`src/common/cell_link_regs.svh`:
```
// Constants for the cell link: characters, field positions, counts, offsets.
// Assumes nothing; included by the package, the link checker and the bench.
`ifndef CELL_LINK_REGS_SVH
`define CELL_LINK_REGS_SVH
// ==========================================
// Characters (8b/10b byte values)
`define SKIP_CHAR 8'h1C
`define LINK_TRAINING_CHAR 8'h3C
`define COMMA_CHAR 8'hBC
`define ALIGN_CHAR 8'hDC
`define TRAIN_DATA_CHAR 8'h4A
`define TRAIN_INV_CHAR 8'hB5
`define FRAME_START_CHAR 8'hFB
`define CELL_START_CHAR 8'hF7
`define EMPTY_START_CHAR 8'h7C
`define CELL_END_CHAR 8'h5C
`define FRAME_END_CHAR 8'hFD
`define FRAME_ERROR_END_CHAR 8'hFE
// ==========================================
// Control flags per byte lane
`define CTRL_NONE 2'h0
`define CTRL_LO 2'h1
`define CTRL_HI 2'h2
`define CTRL_BOTH 2'h3
// ==========================================
// Field positions
`define TRAIN_LINK_BIT 15
`define TRAIN_SPARE_BIT 14
`define TRAIN_LANE_MSB 13
`define TRAIN_LANE_LSB 12
`define TRAIN_VER_MSB 11
`define TRAIN_VER_LSB 8
`define HDR_VC_MSB 7
`define HDR_VC_LSB 6
`define HDR_SER_MSB 5
`define HDR_SER_LSB 0
`define FOOT_FULL_MSB 7
`define FOOT_FULL_LSB 4
`define FOOT_AFULL_MSB 3
`define FOOT_AFULL_LSB 0
// ==========================================
// Counts and CRC
`define PAYLOAD_LIMIT_DEFAULT 3'h7
`define CRC_INIT 32'hFFFFFFFF
`define CRC_POLY 32'h04C11DB7
// ==========================================
// Receiver registers and status bits
`define REG_STATUS 2'h0
`define REG_MASK 2'h1
`define REG_REMOTE 2'h2
`define REG_LINK 2'h3
`define ST_CRC 0
`define ST_SERIAL 1
`define ST_POLARITY 2
`define ST_LINK_UP 3
`endif

```
`src/common/cell_link_pkg.sv`:
```
// Types and the shared CRC step for both link ends.
// Assumes cell_link_regs.svh is on the include path.
`include "cell_link_regs.svh"
package cell_link_pkg;
    // Transmit sequencer, Gray coded along gap then cell
    typedef enum logic [3:0] {
        T_EMPTY = 4'h0,
        T_OS1A = 4'h1,
        T_OS1B = 4'h3,
        T_TRAINA = 4'h2,
        T_TRAINB = 4'h6,
        T_HDR = 4'h7,
        T_PAY = 4'h5,
        T_CRCH = 4'h4,
        T_CRCL = 4'hC,
        T_FOOT = 4'hD
    } tx_state_t;

    typedef logic [5:0] serial_t;

    // MSB-first CRC-32 over one 16-bit word
    function automatic logic [31:0] crc_step(input logic [31:0] c, input logic [15:0] d);
        logic [31:0] r;
        r = c;
        for (int i = 15; i >= 0; i--) begin
            if (r[31] ^ d[i]) begin
                r = {r[30:0], 1'b0} ^ `CRC_POLY;
            end else begin
                r = {r[30:0], 1'b0};
            end
        end
        return r;
    endfunction
endpackage

```
`src/common/cell_link_if.sv`:
```
// One direction of the serial link, seen after 8b/10b decode.
// Assumes both ends share ref_clk; the bench joins the two modports.
`timescale 1ns/100ps
interface cell_link_if;
    logic [15:0] link_data;
    logic [1:0] link_ctrl;
    modport tx_end (output link_data, output link_ctrl);
    modport rx_end (input link_data, input link_ctrl);
endinterface

```
`src/cell_rx_end.sv`:
```
// Receiving end of the cell link: training, polarity, cell checks, status.
// Assumes the link word on ref_clk; software uses the plain register port.
//
// Implementation choices: the placing of the registers and strobed register access.
`timescale 1ns/100ps
module cell_rx_end
    import cell_link_pkg::*;
(
    input wire logic ref_clk,
    input wire logic reset_n,
    cell_link_if.rx_end link,
    output logic rx_valid,
    output logic rx_sof,
    output logic rx_eof,
    output logic rx_frame_error_end_char,
    output logic [1:0] rx_vc,
    output logic [15:0] rx_data,
    output logic [3:0] channel_full_flags,
    output logic [3:0] channel_almost_full_flags,
    output logic [7:0] remote_user_byte,
    output logic [3:0] remote_version,
    output logic [1:0] remote_lanes,
    output logic remote_link_status,
    output logic link_up,
    output logic rx_polarity_invert,
    input wire logic [1:0] reg_addr,
    input wire logic [31:0] reg_wdata,
    input wire logic reg_wr,
    input wire logic reg_rd,
    output logic [31:0] reg_rdata,
    output logic irq
);
    logic [15:0] w;
    logic [1:0] c;
    logic is_hdr;
    logic is_end;
    logic is_data;
    logic train_ok;
    logic train_inv;
    logic train_next;
    logic in_cell;
    logic cell_empty;
    logic sof_pend;
    logic ser_bad;
    logic [1:0] cell_vc;
    logic [1:0] fill;
    logic [15:0] pend [3];
    logic [31:0] crc;
    logic [31:0] crc_fin;
    logic crc_ok;
    logic cell_bad;
    logic pop;
    logic last;
    serial_t expect_ser [4];
    logic [3:0] events;
    logic [3:0] status;
    logic [3:0] mask;

    assign w = link.link_data;
    assign c = link.link_ctrl;
    assign is_hdr = (c == `CTRL_HI) && (w[15:8] == `FRAME_START_CHAR
        || w[15:8] == `CELL_START_CHAR || w[15:8] == `EMPTY_START_CHAR);
    assign is_end = in_cell && (c == `CTRL_HI) && (w[15:8] == `CELL_END_CHAR
        || w[15:8] == `FRAME_END_CHAR || w[15:8] == `FRAME_ERROR_END_CHAR);
    assign is_data = in_cell && (c == `CTRL_NONE);
    assign train_ok = (c == `CTRL_LO) && (w == {`TRAIN_DATA_CHAR, `LINK_TRAINING_CHAR});
    assign train_inv = (c == `CTRL_LO) && (w == {`TRAIN_INV_CHAR, `LINK_TRAINING_CHAR});

    // ==========================================
    // Cell checks
    // The two words before the end char are the CRC, so payload leaves three words late
    assign pop = is_data && (fill == 2'h3);
    assign last = is_end && (fill == 2'h3);
    assign crc_fin = (fill == 2'h3) ? crc_step(crc, pend[2]) : crc;
    assign crc_ok = (fill >= 2'h2) && (crc_fin == {pend[1], pend[0]});
    assign cell_bad = !crc_ok || ser_bad;

    always_ff @(posedge ref_clk) begin
        if (!reset_n) begin
            in_cell <= 1'b0;
            fill <= 2'h0;
            crc <= `CRC_INIT;
            cell_empty <= 1'b1;
            sof_pend <= 1'b0;
            cell_vc <= 2'h0;
            for (int i = 0; i < 3; i++) begin
                pend[i] <= 16'h0000;
            end
        end else if (is_hdr) begin
            in_cell <= 1'b1;
            fill <= 2'h0;
            crc <= crc_step(`CRC_INIT, w);
            cell_empty <= (w[15:8] == `EMPTY_START_CHAR);
            sof_pend <= (w[15:8] == `FRAME_START_CHAR);
            cell_vc <= w[`HDR_VC_MSB:`HDR_VC_LSB];
        end else if (is_end) begin
            in_cell <= 1'b0;
        end else if (is_data) begin
            pend[0] <= w;
            pend[1] <= pend[0];
            pend[2] <= pend[1];
            if (pop) begin
                crc <= crc_step(crc, pend[2]);
                sof_pend <= 1'b0;
            end else begin
                fill <= fill + 2'h1;
            end
        end
    end

    // Resync on every non-empty header so one lost cell is reported once
    always_ff @(posedge ref_clk) begin
        if (!reset_n) begin
            ser_bad <= 1'b0;
            for (int i = 0; i < 4; i++) begin
                expect_ser[i] <= 6'h00;
            end
        end else if (is_hdr && w[15:8] != `EMPTY_START_CHAR) begin
            ser_bad <= (w[`HDR_SER_MSB:`HDR_SER_LSB] != expect_ser[w[`HDR_VC_MSB:`HDR_VC_LSB]]);
            expect_ser[w[`HDR_VC_MSB:`HDR_VC_LSB]] <= w[`HDR_SER_MSB:`HDR_SER_LSB] + 6'h01;
        end else if (is_hdr) begin
            ser_bad <= 1'b0;
        end
    end

    // ==========================================
    // User stream, flags from good footers
    always_ff @(posedge ref_clk) begin
        if (!reset_n) begin
            rx_valid <= 1'b0;
            rx_sof <= 1'b0;
            rx_eof <= 1'b0;
            rx_frame_error_end_char <= 1'b0;
            rx_vc <= 2'h0;
            rx_data <= 16'h0000;
        end else begin
            rx_valid <= (pop || last) && !cell_empty;
            rx_sof <= sof_pend;
            rx_vc <= cell_vc;
            rx_data <= pend[2];
            rx_eof <= last && !cell_bad && (w[15:8] == `FRAME_END_CHAR);
            rx_frame_error_end_char <= last && (cell_bad || w[15:8] == `FRAME_ERROR_END_CHAR);
        end
    end

    always_ff @(posedge ref_clk) begin
        if (!reset_n) begin
            channel_full_flags <= 4'h0;
            channel_almost_full_flags <= 4'h0;
        end else if (is_end && crc_ok) begin
            channel_full_flags <= w[`FOOT_FULL_MSB:`FOOT_FULL_LSB];
            channel_almost_full_flags <= w[`FOOT_AFULL_MSB:`FOOT_AFULL_LSB];
        end
    end

    // ==========================================
    // Training set: link state, polarity, remote fields
    always_ff @(posedge ref_clk) begin
        if (!reset_n) begin
            link_up <= 1'b0;
            rx_polarity_invert <= 1'b0;
            train_next <= 1'b0;
        end else begin
            train_next <= train_ok;
            if (train_inv) begin
                rx_polarity_invert <= ~rx_polarity_invert;
                link_up <= 1'b0;
            end else if (train_ok) begin
                link_up <= 1'b1;
            end
        end
    end

    always_ff @(posedge ref_clk) begin
        if (!reset_n) begin
            remote_user_byte <= 8'h00;
            remote_version <= 4'h0;
            remote_lanes <= 2'h0;
            remote_link_status <= 1'b0;
        end else if (train_next && c == `CTRL_NONE) begin
            remote_user_byte <= w[7:0];
            remote_version <= w[`TRAIN_VER_MSB:`TRAIN_VER_LSB];
            remote_lanes <= w[`TRAIN_LANE_MSB:`TRAIN_LANE_LSB];
            remote_link_status <= w[`TRAIN_LINK_BIT];
        end
    end

    // ==========================================
    // Status, mask, interrupt and register port
    assign events = {train_ok && !link_up, train_inv, is_end && ser_bad, is_end && !crc_ok};
    assign irq = |(status & mask);

    // A new event beats a write-one clear in the same cycle
    always_ff @(posedge ref_clk) begin
        if (!reset_n) begin
            status <= 4'h0;
            mask <= 4'h0;
        end else begin
            if (reg_wr && reg_addr == `REG_STATUS) begin
                status <= (status & ~reg_wdata[3:0]) | events;
            end else begin
                status <= status | events;
            end
            if (reg_wr && reg_addr == `REG_MASK) begin
                mask <= reg_wdata[3:0];
            end
        end
    end

    always_ff @(posedge ref_clk) begin
        if (!reset_n) begin
            reg_rdata <= 32'h00000000;
        end else if (reg_rd) begin
            case (reg_addr)
                `REG_STATUS: reg_rdata <= {28'h0000000, status};
                `REG_MASK: reg_rdata <= {28'h0000000, mask};
                `REG_REMOTE: reg_rdata <= {17'h00000, remote_link_status, remote_lanes,
                    remote_version, remote_user_byte};
                default: reg_rdata <= {22'h000000, rx_polarity_invert, link_up,
                    channel_almost_full_flags, channel_full_flags};
            endcase
        end else begin
            reg_rdata <= 32'h00000000;
        end
    end
endmodule

```
`src/flat_wrapper.sv`:
```
// flat-port wrapper written by rule: the top's interface ports become plain ports
module cell_rx_end_flat import cell_link_pkg::*;
  (ref_clk, reset_n, rx_valid, rx_sof, rx_eof, rx_frame_error_end_char, rx_vc, rx_data, channel_full_flags, channel_almost_full_flags, remote_user_byte, remote_version, remote_lanes, remote_link_status, link_up, rx_polarity_invert, reg_addr, reg_wdata, reg_wr, reg_rd, reg_rdata, irq, link_link_data, link_link_ctrl);
  cell_link_if link_i ();
  input wire logic ref_clk;
  input wire logic reset_n;
  output logic rx_valid;
  output logic rx_sof;
  output logic rx_eof;
  output logic rx_frame_error_end_char;
  output logic [1:0] rx_vc;
  output logic [15:0] rx_data;
  output logic [3:0] channel_full_flags;
  output logic [3:0] channel_almost_full_flags;
  output logic [7:0] remote_user_byte;
  output logic [3:0] remote_version;
  output logic [1:0] remote_lanes;
  output logic remote_link_status;
  output logic link_up;
  output logic rx_polarity_invert;
  input wire logic [1:0] reg_addr;
  input wire logic [31:0] reg_wdata;
  input wire logic reg_wr;
  input wire logic reg_rd;
  output logic [31:0] reg_rdata;
  output logic irq;
  input wire logic [$bits(link_i.link_data)-1:0] link_link_data;
  input wire logic [$bits(link_i.link_ctrl)-1:0] link_link_ctrl;
  assign link_i.link_data = link_link_data;
  assign link_i.link_ctrl = link_link_ctrl;
  cell_rx_end u_core (.ref_clk(ref_clk), .reset_n(reset_n), .link(link_i), .rx_valid(rx_valid), .rx_sof(rx_sof), .rx_eof(rx_eof), .rx_frame_error_end_char(rx_frame_error_end_char), .rx_vc(rx_vc), .rx_data(rx_data), .channel_full_flags(channel_full_flags), .channel_almost_full_flags(channel_almost_full_flags), .remote_user_byte(remote_user_byte), .remote_version(remote_version), .remote_lanes(remote_lanes), .remote_link_status(remote_link_status), .link_up(link_up), .rx_polarity_invert(rx_polarity_invert), .reg_addr(reg_addr), .reg_wdata(reg_wdata), .reg_wr(reg_wr), .reg_rd(reg_rd), .reg_rdata(reg_rdata), .irq(irq));
endmodule
```
`config.mk`:
```
export PLATFORM = sky130hd
export DESIGN_NAME = cell_rx_end_flat
export DESIGN_NICKNAME = d
export VERILOG_FILES = /design/src/common/cell_link_pkg.sv /design/src/common/cell_link_if.sv /design/src/cell_rx_end.sv /design/src/flat_wrapper.sv
export VERILOG_INCLUDE_DIRS = /design/src /design/src/common
export SDC_FILE = /design/constraint.sdc
export NUM_CORES = 1
export LEC_CHECK = 0
export BUFFER_PORTS_ARGS = -buffer_cell sky130_fd_sc_hd__buf_2
export CAP_MARGIN = 20
export CELL_PAD_IN_SITES_DETAIL_PLACEMENT = 0
export CELL_PAD_IN_SITES_GLOBAL_PLACEMENT = 2
export CORE_ASPECT_RATIO = 0.5
export CORE_MARGIN = 2
export CORE_UTILIZATION = 39
export DETAILED_ROUTE_END_ITERATION = 10
export GPL_TIMING_DRIVEN = 0
export MAX_ROUTING_LAYER = met4
export PLACE_DENSITY_LB_ADDON = 0.1
export SKIP_LAST_GASP = 1
export SYNTH_ARGS = -nofsm -noshare
export SYNTH_HDL_FRONTEND = slang
export SYNTH_SLANG_ARGS = --single-unit
```
`constraint.sdc`:
```
create_clock -name ref_clk -period 4.9 [get_ports ref_clk]
set_input_delay 0.245 -clock ref_clk [delete_from_list [all_inputs] [get_ports ref_clk]]
set_output_delay 0.245 -clock ref_clk [all_outputs]
set_load 0.01 [all_outputs]
```
==> impl_metrics.env, run 1 <==
export IMPL_clk_root_buffer_cell="clkbuf_16"
export IMPL_hp_class="in -> reg"
export IMPL_die_x_um=244
export IMPL_mostFrequentLayoutCells="185 x xnor2_1, 111 x dfxtp_1, 97 x nand2_1"
export IMPL_ys_types=62
export IMPL_status="complete, no violations"
export IMPL_dp_cells=1535
export IMPL_power_share_switching=0.338
export IMPL_setup_tns_final_ns=0
export IMPL_synth_edff_count=72
export IMPL_pin_count=136
export IMPL_antenna_found_initial=1
export IMPL_drt_iter0_drc=746
export IMPL_die_h_um=124
export IMPL_grt_pass1_wl_mm=55.0
export IMPL_start_util=0.402
export IMPL_final_seq_area_um2=4380
export IMPL_clkSinkCount=183
export IMPL_yosysTopAreaCellShare=0.197
export IMPL_synth_area_um2=11300
export IMPL_overflow=0
export IMPL_clock_latency_ns=0.45
export IMPL_final_cells=1568
export IMPL_routabilityCongestion=0.962
export IMPL_core_area_um2=28000
export IMPL_cts_tree="done"
export IMPL_peakVddDrop_v=0.000255
export IMPL_postRouteAntennaNets=0
export IMPL_grt_max_degree=40
export IMPL_synth_ff_latch_count=183
export IMPL_multi_input_area_um2=6520
export IMPL_ys_warn_count=0
export IMPL_synthCells=1053
export IMPL_synth_avg_cell_area_um2=10.7
export IMPL_worstSetupPathType="reg -> reg"
export IMPL_cts_max_path_buffers=2
export IMPL_cts_max_level=4
export IMPL_drv_slew=0
export IMPL_cts_hold_buf=0
export IMPL_rsz0062_at_grt="no"
export IMPL_route_final_wire_length_mm=37.9
export IMPL_nFillCells=2669
export IMPL_syn_to_final_growth_pct=14.0
export IMPL_route_detailed_drc=0
export IMPL_arrival_ns=5.09
export IMPL_finalSetupViolations=0
export IMPL_die_area_um2=30300
export IMPL_p_sw_w=0.00151
export IMPL_power_frac_seq=0.367
export IMPL_post_dp_hpwl_mm=29.8
export IMPL_synth_top_cells_by_area="dfxtp_1 20%, edfxtp_1 19%, xnor2_1 14%"
export IMPL_combinationalPowerShare=0.317
export IMPL_cp_required_ns=5.17
export IMPL_grt_usage=0.266
export IMPL_synthFlopType="dfxtp_1"
export IMPL_skew_ns=0.0110
export IMPL_max_freq_mhz=207
export IMPL_slew_headroom=0.338
export IMPL_period_share=0.984
export IMPL_drive_gt1_frac=0.149
export IMPL_pwr_share_clk=0.316
export IMPL_worstMarginPinSlew_ns=0.989
export IMPL_rows=43
export IMPL_post_drt_wl_per_cell_um=24.1
export IMPL_drtPass1Iterations=5
export IMPL_final_common_cell="xnor2_1"
export IMPL_start_kind="flop"
export IMPL_grt_pass1_vias=7909
export IMPL_vias=8169
export IMPL_async_flop_share=0
export IMPL_cts_buffers=17
export IMPL_io_buffers=83
export IMPL_power_density_nw_per_um2=347
export IMPL_clk_pin_slew_ns=0.07
export IMPL_yosysTopAreaCell="dfxtp_1"
export IMPL_fin_crit_ns=4.82
export IMPL_endpoint_kind="flop"
export IMPL_path_max_fanout=5
export IMPL_leakagePower_nw=5.18
export IMPL_synth_seq_area_share=0.389
export IMPL_nNetsFinal=1241
export IMPL_intPower_w=0.00295
export IMPL_viasPerCell=5.21
export IMPL_hold_viol=0
export IMPL_timing_max_cap_violations=0
layout make-up:
class,instances,share of cell area
Timing Repair Buffer,84,0.0339
Sequential cell,183,0.342
Antenna cell,1,0.000195
Tap cell,382,0.0372
Clock buffer,17,0.0331
Buffer,72,0.0268
Multi-Input combinational cell,792,0.508
Inverter,22,0.00643
Clock inverter,15,0.0127
routing by layer:
metal | vias to the layer above | GRT usage | part of all wire
li1 | 3802 | - | -
met1 | 4068 | 0.380 | 0.49
met2 | 264 | 0.396 | 0.43
met3 | 35 | 0.0412 | 0.056
met4 | 0 | 0.0629 | 0.017
met5 | - | - | 0
power by group through the flow:
stage	Clock, W	Sequential (W)	Combinational, W
floorplan	0	0.00166	0.00101
global placement	0	0.00167	0.00139
detailed placement	0	0.00167	0.00139
CTS	0.00143	0.00164	0.00140
global route	0.00150	0.00164	0.00148
finish	0.00141	0.00164	0.00142
worst paths after layout:
kind / start / to / slack (ns) / cells past startpoint
max: u_core.pend[0][40]$_SDFFCE_PN0P_ / u_core.rx_frame_error_end_char$_SDFF_PN0_ / 0.08 / 9
min: reg_wdata[0] / u_core.mask[0]$_SDFFE_PN0P_ / 0.05 / 3
max reg2reg: u_core.pend[0][40]$_SDFFCE_PN0P_ / u_core.rx_frame_error_end_char$_SDFF_PN0_ / 0.08 / 9
min reg2reg: u_core.cell_empty$_SDFFE_PN1P_ / u_core.rx_valid$_SDFF_PN0_ / 0.45 / 1
flip-flops by register name, summed over array words and instances (netlist names), 2 cells and up:
signal,count
u_core.pend,48
u_core.rx_data,16
u_core.rx_vc,2
u_core.expect_ser,24
u_core.remote_lanes,2
u_core.reg_rdata,15
u_core.cell_vc,2
u_core.fill,2
u_core.channel_almost_full_flags,4
u_core.mask,4
u_core.channel_full_flags,4
u_core.remote_user_byte,8
u_core.status,4
u_core.remote_version,4
u_core.crc,32
cell usage after synthesis (4+ instances only):
cell type,n
a21oi_1,33
a221oi_1,4
a22oi_1,5
and2_1,65
and3_1,9
buf_4,17
clkbuf_1,49
dfxtp_1,111
edfxtp_1,72
ha_1,13
inv_1,22
mux2i_1,18
mux4_2,10
nand2_1,98
nand3_1,11
nand4_1,8
nor2_1,70
nor3_1,18
nor4_1,7
o211ai_1,17
o21ai_0,20
o221ai_1,5
o22ai_1,10
xnor2_1,185
xnor2_2,10
xnor2_4,4
xnor3_1,33
xnor3_4,7
xor2_1,63
xor3_1,6
worst max-delay path: stages (launching register included):
cell       delay, ns
edfxtp_1        0.43
xnor2_1         0.76
xnor2_1         0.33
xnor2_1         0.63
xnor3_1         0.51
a211o_1         0.35
nor4_1          0.32
o2111ai_1       0.27
nor4_1          0.74
a311oi_1        0.29
cells by family (layout without fill, tap and decap cells):
logic type	count (synthesis)	count (layout)	share of synthesized area
other	1	18	0.000333
AO/OA/AOI/OAI	119	119	0.0704
AND/OR/NAND/NOR	301	301	0.129
adder cells (fa/ha/maj)	13	13	0.0144
multiplexers	28	28	0.0360
XOR/XNOR	314	314	0.323
buffers and inverters	94	210	0.0379
flip-flops	183	183	0.389
per-stage QoR:
step | hold WS [ns] | utilization | cell area (um^2) | total power [W] | setup slack [ns]
after detailed placement | 0.436 | 0.437 | 12200 | 0.00306 | 0.122
after global routing | 0.0484 | 0.458 | 12800 | 0.00462 | 0.000471
after global placement | 0.427 | 0.436 | 12200 | 0.00306 | 0.186
final | 0.0505 | 0.458 | 12800 | 0.00446 | 0.0784
after CTS | 0.0411 | 0.458 | 12800 | 0.00447 | 0.104
after floorplan | 0.381 | - | 11300 | 0.00267 | 1.40
repair_timing:
item,CTS,global route
resized for setup,0,1
setup buffers,0,0
endpoints found under the setup margin,0,2
Power figures use the tool's default switching activity.
==> run 2, diff against run 1 <==
HOLD_SLACK_MARGIN = 0.1   (was default)
==> run 2 against run 1 <==
Effect of this change: clock skew is 0.00056 ns lower; critical endpoint unchanged; sequential power hardly changed; hold slack better by 0.098 ns; largest cell class unchanged; via count hardly changed; cell count is 0.32% higher; design area is 0.39% higher; critical path type unchanged.
==> impl_metrics.env, run 2 (synthesis gave the netlist of run 1 again) <==
export IMPL_vias=8163
export IMPL_routabilityCongestion=0.962
export IMPL_endpoint_kind="flop"
export IMPL_io_buffers=83
export IMPL_slew_headroom=0.346
export IMPL_die_area_um2=30300
export IMPL_core_area_um2=28000
export IMPL_whs_endpoint="u_core.remote_version[3]$_SDFFE_PN0P_"
export IMPL_final_cells=1573
export IMPL_drtPass1Iterations=5
export IMPL_top_register="u_core.pend"
export IMPL_largest_registers="u_core.pend: 48 flops, u_core.crc: 32 flops, u_core.expect_ser: 24 flops"
export IMPL_overflow=0
export IMPL_met2_usage=0.397
export IMPL_cts_max_level=4
export IMPL_drt_iter0_drc=758
export IMPL_hp_class="in -> reg"
export IMPL_power_density_nw_per_um2=347
export IMPL_final_common_cell="xnor2_1"
export IMPL_leakagePower_nw=5.20
export IMPL_hold_depth=3
export IMPL_peakVddDrop_v=0.000258
export IMPL_clock_latency_ns=0.46
export IMPL_met1_usage=0.380
export IMPL_post_cts_buffers=0
export IMPL_p_sw_w=0.00151
export IMPL_pwr_share_clk=0.316
export IMPL_min_from="link_link_data[11]"
export IMPL_cts_tree="done"
export IMPL_rr_worst_depth=9
export IMPL_post_dp_hpwl_mm=29.8
export IMPL_status="complete, no violations"
export IMPL_intPower_w=0.00296
export IMPL_mostFrequentLayoutCells="185 x xnor2_1, 111 x dfxtp_1, 97 x nand2_1"
export IMPL_route_detailed_drc=0
export IMPL_timing_max_cap_violations=0
export IMPL_busiest_layer="met2"
export IMPL_postRouteAntennaNets=0
export IMPL_path_max_fanout=5
export IMPL_max_freq_mhz=205
export IMPL_start_util=0.402
export IMPL_dp_cells=1535
export IMPL_period_share=0.994
export IMPL_met3_usage=0.0412
export IMPL_viasPerCell=5.19
export IMPL_die_x_um=244
export IMPL_fin_crit_ns=4.87
export IMPL_skew_ns=0.0104
export IMPL_finalSetupViolations=0
export IMPL_rsz0062_at_grt="no"
export IMPL_grt_usage=0.266
export IMPL_syn_to_final_growth_pct=14.4
export IMPL_antenna_found_initial=1
export IMPL_r2r_start="u_core.pend[0][40]$_SDFFCE_PN0P_"
export IMPL_rows=43
export IMPL_clk_root_buffer_cell="clkbuf_16"
export IMPL_arrival_ns=5.14
export IMPL_worstMarginPinSlew_ns=0.974
export IMPL_setup_tns_final_ns=0
export IMPL_combinationalPowerShare=0.318
export IMPL_cp_required_ns=5.17
export IMPL_start_kind="flop"
export IMPL_clk_pin_slew_ns=0.07
export IMPL_power_frac_seq=0.366
export IMPL_drive_gt1_frac=0.148
export IMPL_worstSetupPathType="reg -> reg"
export IMPL_cts_buffers=17
export IMPL_pin_count=136
export IMPL_drv_slew=0
export IMPL_grt_max_degree=40
export IMPL_largest_reg_flops=48
export IMPL_grt_pass1_vias=7919
export IMPL_cts_max_path_buffers=2
export IMPL_reg2reg_to="u_core.rx_frame_error_end_char$_SDFF_PN0_"
export IMPL_r2r_slack_ns=0.03
export IMPL_die_h_um=124
export IMPL_route_final_wire_length_mm=37.9
export IMPL_clkSinkCount=183
export IMPL_nNetsFinal=1246
export IMPL_grt_pass1_wl_mm=55.1
export IMPL_power_share_switching=0.339
export IMPL_hold_viol=0
export IMPL_post_drt_wl_per_cell_um=24.1
[run 2: layer usage]
metal	wire, um	share of wire
met2	16400	0.43
met1	18800	0.50
met4	639	0.017
met3	1980	0.052
met5	0	0
[run 2: power groups by stage]
| stage | combinational [W] | sequential [W] | clock [W] |
|---|---|---|---|
| final | 0.00142 | 0.00164 | 0.00141 |
| after global routing | 0.00148 | 0.00164 | 0.00150 |
| after CTS | 0.00140 | 0.00164 | 0.00143 |
| after detailed placement | 0.00139 | 0.00167 | 0 |
| after global placement | 0.00139 | 0.00167 | 0 |
| after floorplan | 0.00101 | 0.00166 | 0 |
[run 2: what timing repair did]
action / in CTS / in global routing
gates resized for setup: 0 / 1
endpoints found under the setup margin: 0 / 2
hold buffers: 5 / 0
endpoints found under the hold margin: 10 / 0
[run 2: worst max path at each step]
stage,from,endpoint,slack [ns],cells after the start
after CTS,u_core.pend[0][34]$_SDFFCE_PN0P_,u_core.rx_frame_error_end_char$_SDFF_PN0_,0.10,9
after global placement,u_core.pend[0][34]$_SDFFCE_PN0P_,u_core.rx_frame_error_end_char$_SDFF_PN0_,0.19,9
after global routing,u_core.pend[0][40]$_SDFFCE_PN0P_,u_core.rx_frame_error_end_char$_SDFF_PN0_,0.0005,9
final,u_core.pend[0][40]$_SDFFCE_PN0P_,u_core.rx_frame_error_end_char$_SDFF_PN0_,0.03,9
after floorplan,u_core.pend[0][34]$_SDFFCE_PN0P_,u_core.channel_almost_full_flags[2]$_SDFFE_PN0P_,1.40,10
after detailed placement,u_core.pend[0][34]$_SDFFCE_PN0P_,u_core.rx_frame_error_end_char$_SDFF_PN0_,0.12,9
[run 2: metrics by stage]
| stage | instance area (um^2) | hold slack [ns] | util | setup WS (ns) | total power, W |
|---|---|---|---|---|---|
| after floorplan | 11300 | 0.381 | - | 1.40 | 0.00267 |
| after global placement | 12200 | 0.427 | 0.436 | 0.186 | 0.00306 |
| after detailed placement | 12200 | 0.436 | 0.437 | 0.122 | 0.00306 |
| after CTS | 12900 | 0.129 | 0.459 | 0.104 | 0.00447 |
| after global routing | 12900 | 0.150 | 0.460 | 0.000471 | 0.00462 |
| final | 12900 | 0.149 | 0.460 | 0.0308 | 0.00447 |
[run 2: final cells by class]
cell class                 instances  area (um^2)
antenna                            1         2.50
sequential                       183         4380
timing repair buffer              89          485
buffer                            72          344
clock buffer                      17          425
inverter                          22         82.6
fill                            2667        15100
clock inverter                    15          163
multi-input combinational        792         6520
tap                              382          478
[run 2: worst max-delay path: stages, from the launching register on]
cell and delay, ns:
edfxtp_1 0.43, xnor2_1 0.74, xnor2_1 0.33, xnor2_1 0.62, xnor3_1 0.51, a211o_1 0.35, nor4_1 0.33, o2111ai_1 0.27
nor4_1 0.80, a311oi_1 0.29
==> run 3, diff against run 2 <==
ABC_AREA = 1   (was default)
CORE_UTILIZATION = 33   (was 39)
MAX_ROUTING_LAYER = default   (was met4)
==> run 3 against run 2 <==
Effect of this change: count of clock-buffer cells in the layout rose by 2; hold slack lost 0.026 ns; clock power up 7%; largest cell class unchanged; highest routed layer unchanged; largest power group unchanged; critical endpoint is now u_core.crc[5]$_SDFFE_PN1P_; synthesized cell count grew 75%.
==> impl_metrics.env, run 3 <==
export IMPL_status="complete, no violations"
export IMPL_r2r_slack_ns=0.78
export IMPL_met2WireLength_mm=21.3
export IMPL_post_cts_buffers=0
export IMPL_power_density_nw_per_um2=294
export IMPL_rsz0062_at_grt="no"
export IMPL_clk_pin_slew_ns=0.08
export IMPL_cts_resized=0
export IMPL_route_detailed_drc=0
export IMPL_clk_root_buffer_cell="clkbuf_16"
export IMPL_nNetsFinal=2046
export IMPL_drv_slew=0
export IMPL_cts_buffers=17
export IMPL_clkSinkCount=183
export IMPL_post_drt_wl_per_cell_um=20.8
export IMPL_hp_class="in -> reg"
export IMPL_synthMostInstantiatedCell="nand2_1"
export IMPL_largest_reg_flops=48
export IMPL_synthFlopType="dfxtp_1"
export IMPL_finalSetupViolations=0
export IMPL_vias=12200
export IMPL_endpoint_kind="flop"
export IMPL_die_x_um=278
export IMPL_top_register="u_core.pend"
export IMPL_yosysTopAreaCellShare=0.212
export IMPL_synth_compound_area_share=0.0762
export IMPL_grt_usage=0.266
export IMPL_grt_max_degree=49
export IMPL_synth_top_family_by_area="simple AND/OR/NAND/NOR gates"
export IMPL_arrival_ns=4.36
export IMPL_yosysTopAreaCell="nand2_1"
export IMPL_overflow=0
export IMPL_rows=50
export IMPL_synth_area_um2=12400
export IMPL_core_area_um2=37200
export IMPL_nFillCells=4060
export IMPL_ys_types=49
export IMPL_path_max_fanout=10
export IMPL_timing_max_cap_violations=0
export IMPL_wl_met3_mm=3.74
export IMPL_largest_registers="u_core.pend: 48 flops, u_core.crc: 32 flops, u_core.expect_ser: 24 flops"
export IMPL_die_area_um2=39100
export IMPL_synth_top_cells_by_area="nand2_1 21%, dfxtp_1 18%, edfxtp_1 17%"
export IMPL_start_kind="flop"
export IMPL_synth_edff_count=72
export IMPL_slew_headroom=0.229
export IMPL_synthMuxAreaShare=0.000911
export IMPL_final_common_cell="nand2_1"
export IMPL_worstSetupPathType="reg -> reg"
export IMPL_synth_avg_cell_area_um2=6.69
export IMPL_hold_viol=0
export IMPL_synth_ff_latch_count=183
export IMPL_syn_to_final_growth_pct=14.7
export IMPL_r2r_start="u_core.fill[1]$_SDFFE_PP0P_"
export IMPL_synthTopCellsByCount="698 x nand2_1, 185 x nand3_1, 176 x inv_1"
export IMPL_max_freq_mhz=243
export IMPL_antenna_found_initial=1
export IMPL_min_from="link_link_data[1]"
export IMPL_highest_layer="met4"
export IMPL_synth_simple_area_share=0.382
export IMPL_synthCells=1848
export IMPL_drive_gt1_frac=0.114
export IMPL_synthAdderAreaFrac=0.0132
export IMPL_route_final_wire_length_mm=51.6
export IMPL_cts_hold_buf=9
export IMPL_grt_pass1_vias=11400
export IMPL_ys_warn_count=0
export IMPL_clock_latency_ns=0.47
export IMPL_async_flop_share=0
export IMPL_setup_tns_final_ns=0
export IMPL_cts_tree="done"
export IMPL_start_util=0.333
export IMPL_pin_count=136
export IMPL_io_buffers=84
export IMPL_drtPass1Iterations=5
export IMPL_period_share=0.841
export IMPL_cts_max_level=4
export IMPL_cp_required_ns=5.14
export IMPL_cts_max_path_buffers=2
export IMPL_drt_iter0_drc=1230
export IMPL_fin_crit_ns=4.12
export IMPL_worstMarginPinSlew_ns=1.16
export IMPL_synth_seq_area_share=0.355
export IMPL_peakVddDrop_v=0.000152
export IMPL_routabilityCongestion=0.892
export IMPL_postRouteAntennaNets=0
export IMPL_grt_pass1_wl_mm=75.4
export IMPL_fin_hold_ws_ns=0.122
export IMPL_leakagePower_nw=7.13
export IMPL_post_dp_hpwl_mm=40.1
export IMPL_skew_ns=0.0136
export IMPL_mostFrequentLayoutCells="697 x nand2_1, 185 x nand3_1, 176 x inv_1"
export IMPL_synth_xor_area_share=0.0834
export IMPL_cp_startpoint="u_core.fill[1]$_SDFFE_PP0P_"
export IMPL_viasPerCell=4.93
export IMPL_die_h_um=141
export IMPL_wl_met1_mm=25.8
run 3: cell count changes in the layout (fill, tap and decap cells not counted), moves of 12 or more:
cell     previous run  this run
inv_1              22       176
nand3_1            11       185
xnor2_1           185        29
and2_1             65         0
a21oi_1            33        54
nand2_1            97       697
nor2_1             70       139
nand2_2             1        34
mux2i_1            18         0
nand2_4             0        12
xnor3_1            33         0
o21ai_0            20        56
xor2_1             62        80
run 3: cells by family (layout without fill, tap and decap cells):
| logic type | Yosys count | in the layout |
|---|---|---|
| buffers and inverters | 264 | 390 |
| AO/OA/AOI/OAI | 161 | 161 |
| multiplexers | 1 | 1 |
| adder cells (fa/ha/maj) | 13 | 13 |
| XOR/XNOR | 113 | 113 |
| AND/OR/NAND/NOR | 1112 | 1112 |
| other | 1 | 18 |
| flip-flops | 183 | 183 |
run 3: layout make-up:
class / instances / area [um^2] / share of cell area
Tap cell: 494 / 618 / 0.0436
Timing Repair Buffer: 94 / 515 / 0.0364
Antenna cell: 1 / 2.50 / 0.000177
Multi-Input combinational cell: 1417 / 6940 / 0.490
Sequential cell: 183 / 4380 / 0.309
Inverter: 191 / 722 / 0.0509
Buffer: 73 / 378 / 0.0267
Clock buffer: 19 / 464 / 0.0327
Clock inverter: 13 / 150 / 0.0106
run 3: layer usage:
| layer | track usage | up-vias |
|---|---|---|
| met5 | 0 | - |
| met4 | 0.0637 | 0 |
| met3 | 0.0549 | 35 |
| met2 | 0.393 | 404 |
| met1 | 0.392 | 5698 |
| li1 | - | 6105 |
run 3: critical path: stages, from the launching register on:
cell      delay, ns
dfxtp_1        0.38
ha_1           0.32
clkinv_1       0.37
clkbuf_1       0.40
buf_1          0.42
nor2_1         0.23
nor2_1         0.12
inv_1          0.09
clkbuf_1       0.33
clkbuf_1       0.80
o21ai_0        0.41
run 3: final timing paths:
kind | endpoint | depth (start not counted)
max | u_core.crc[5]$_SDFFE_PN1P_ | 10
max reg2reg | u_core.crc[5]$_SDFFE_PN1P_ | 10
min reg2reg | u_core.rx_vc[1]$_SDFF_PN0_ | 2
min | u_core.channel_almost_full_flags[1]$_SDFFE_PN0P_ | 3
run 3: where the power goes:
group | internal, W | switching (W) | total [W]
clock network | 0.000733 | 0.000779 | 0.00151
logic | 0.000309 | 0.000720 | 0.00103
registers | 0.00161 | 0.0000190 | 0.00163
run 3: through the flow:
step	setup slack (ns)	total power [W]	utilization	std cells	cell area, um^2
CTS	0.892	0.00418	0.381	2483	14200
global route	0.684	0.00434	0.381	2484	14200
finish	0.780	0.00417	0.381	2485	14200
detailed placement	0.906	0.00267	0.362	2442	13500
floorplan	2.28	0.00235	-	1864	12400
global placement	0.406	0.00267	0.362	2442	13500
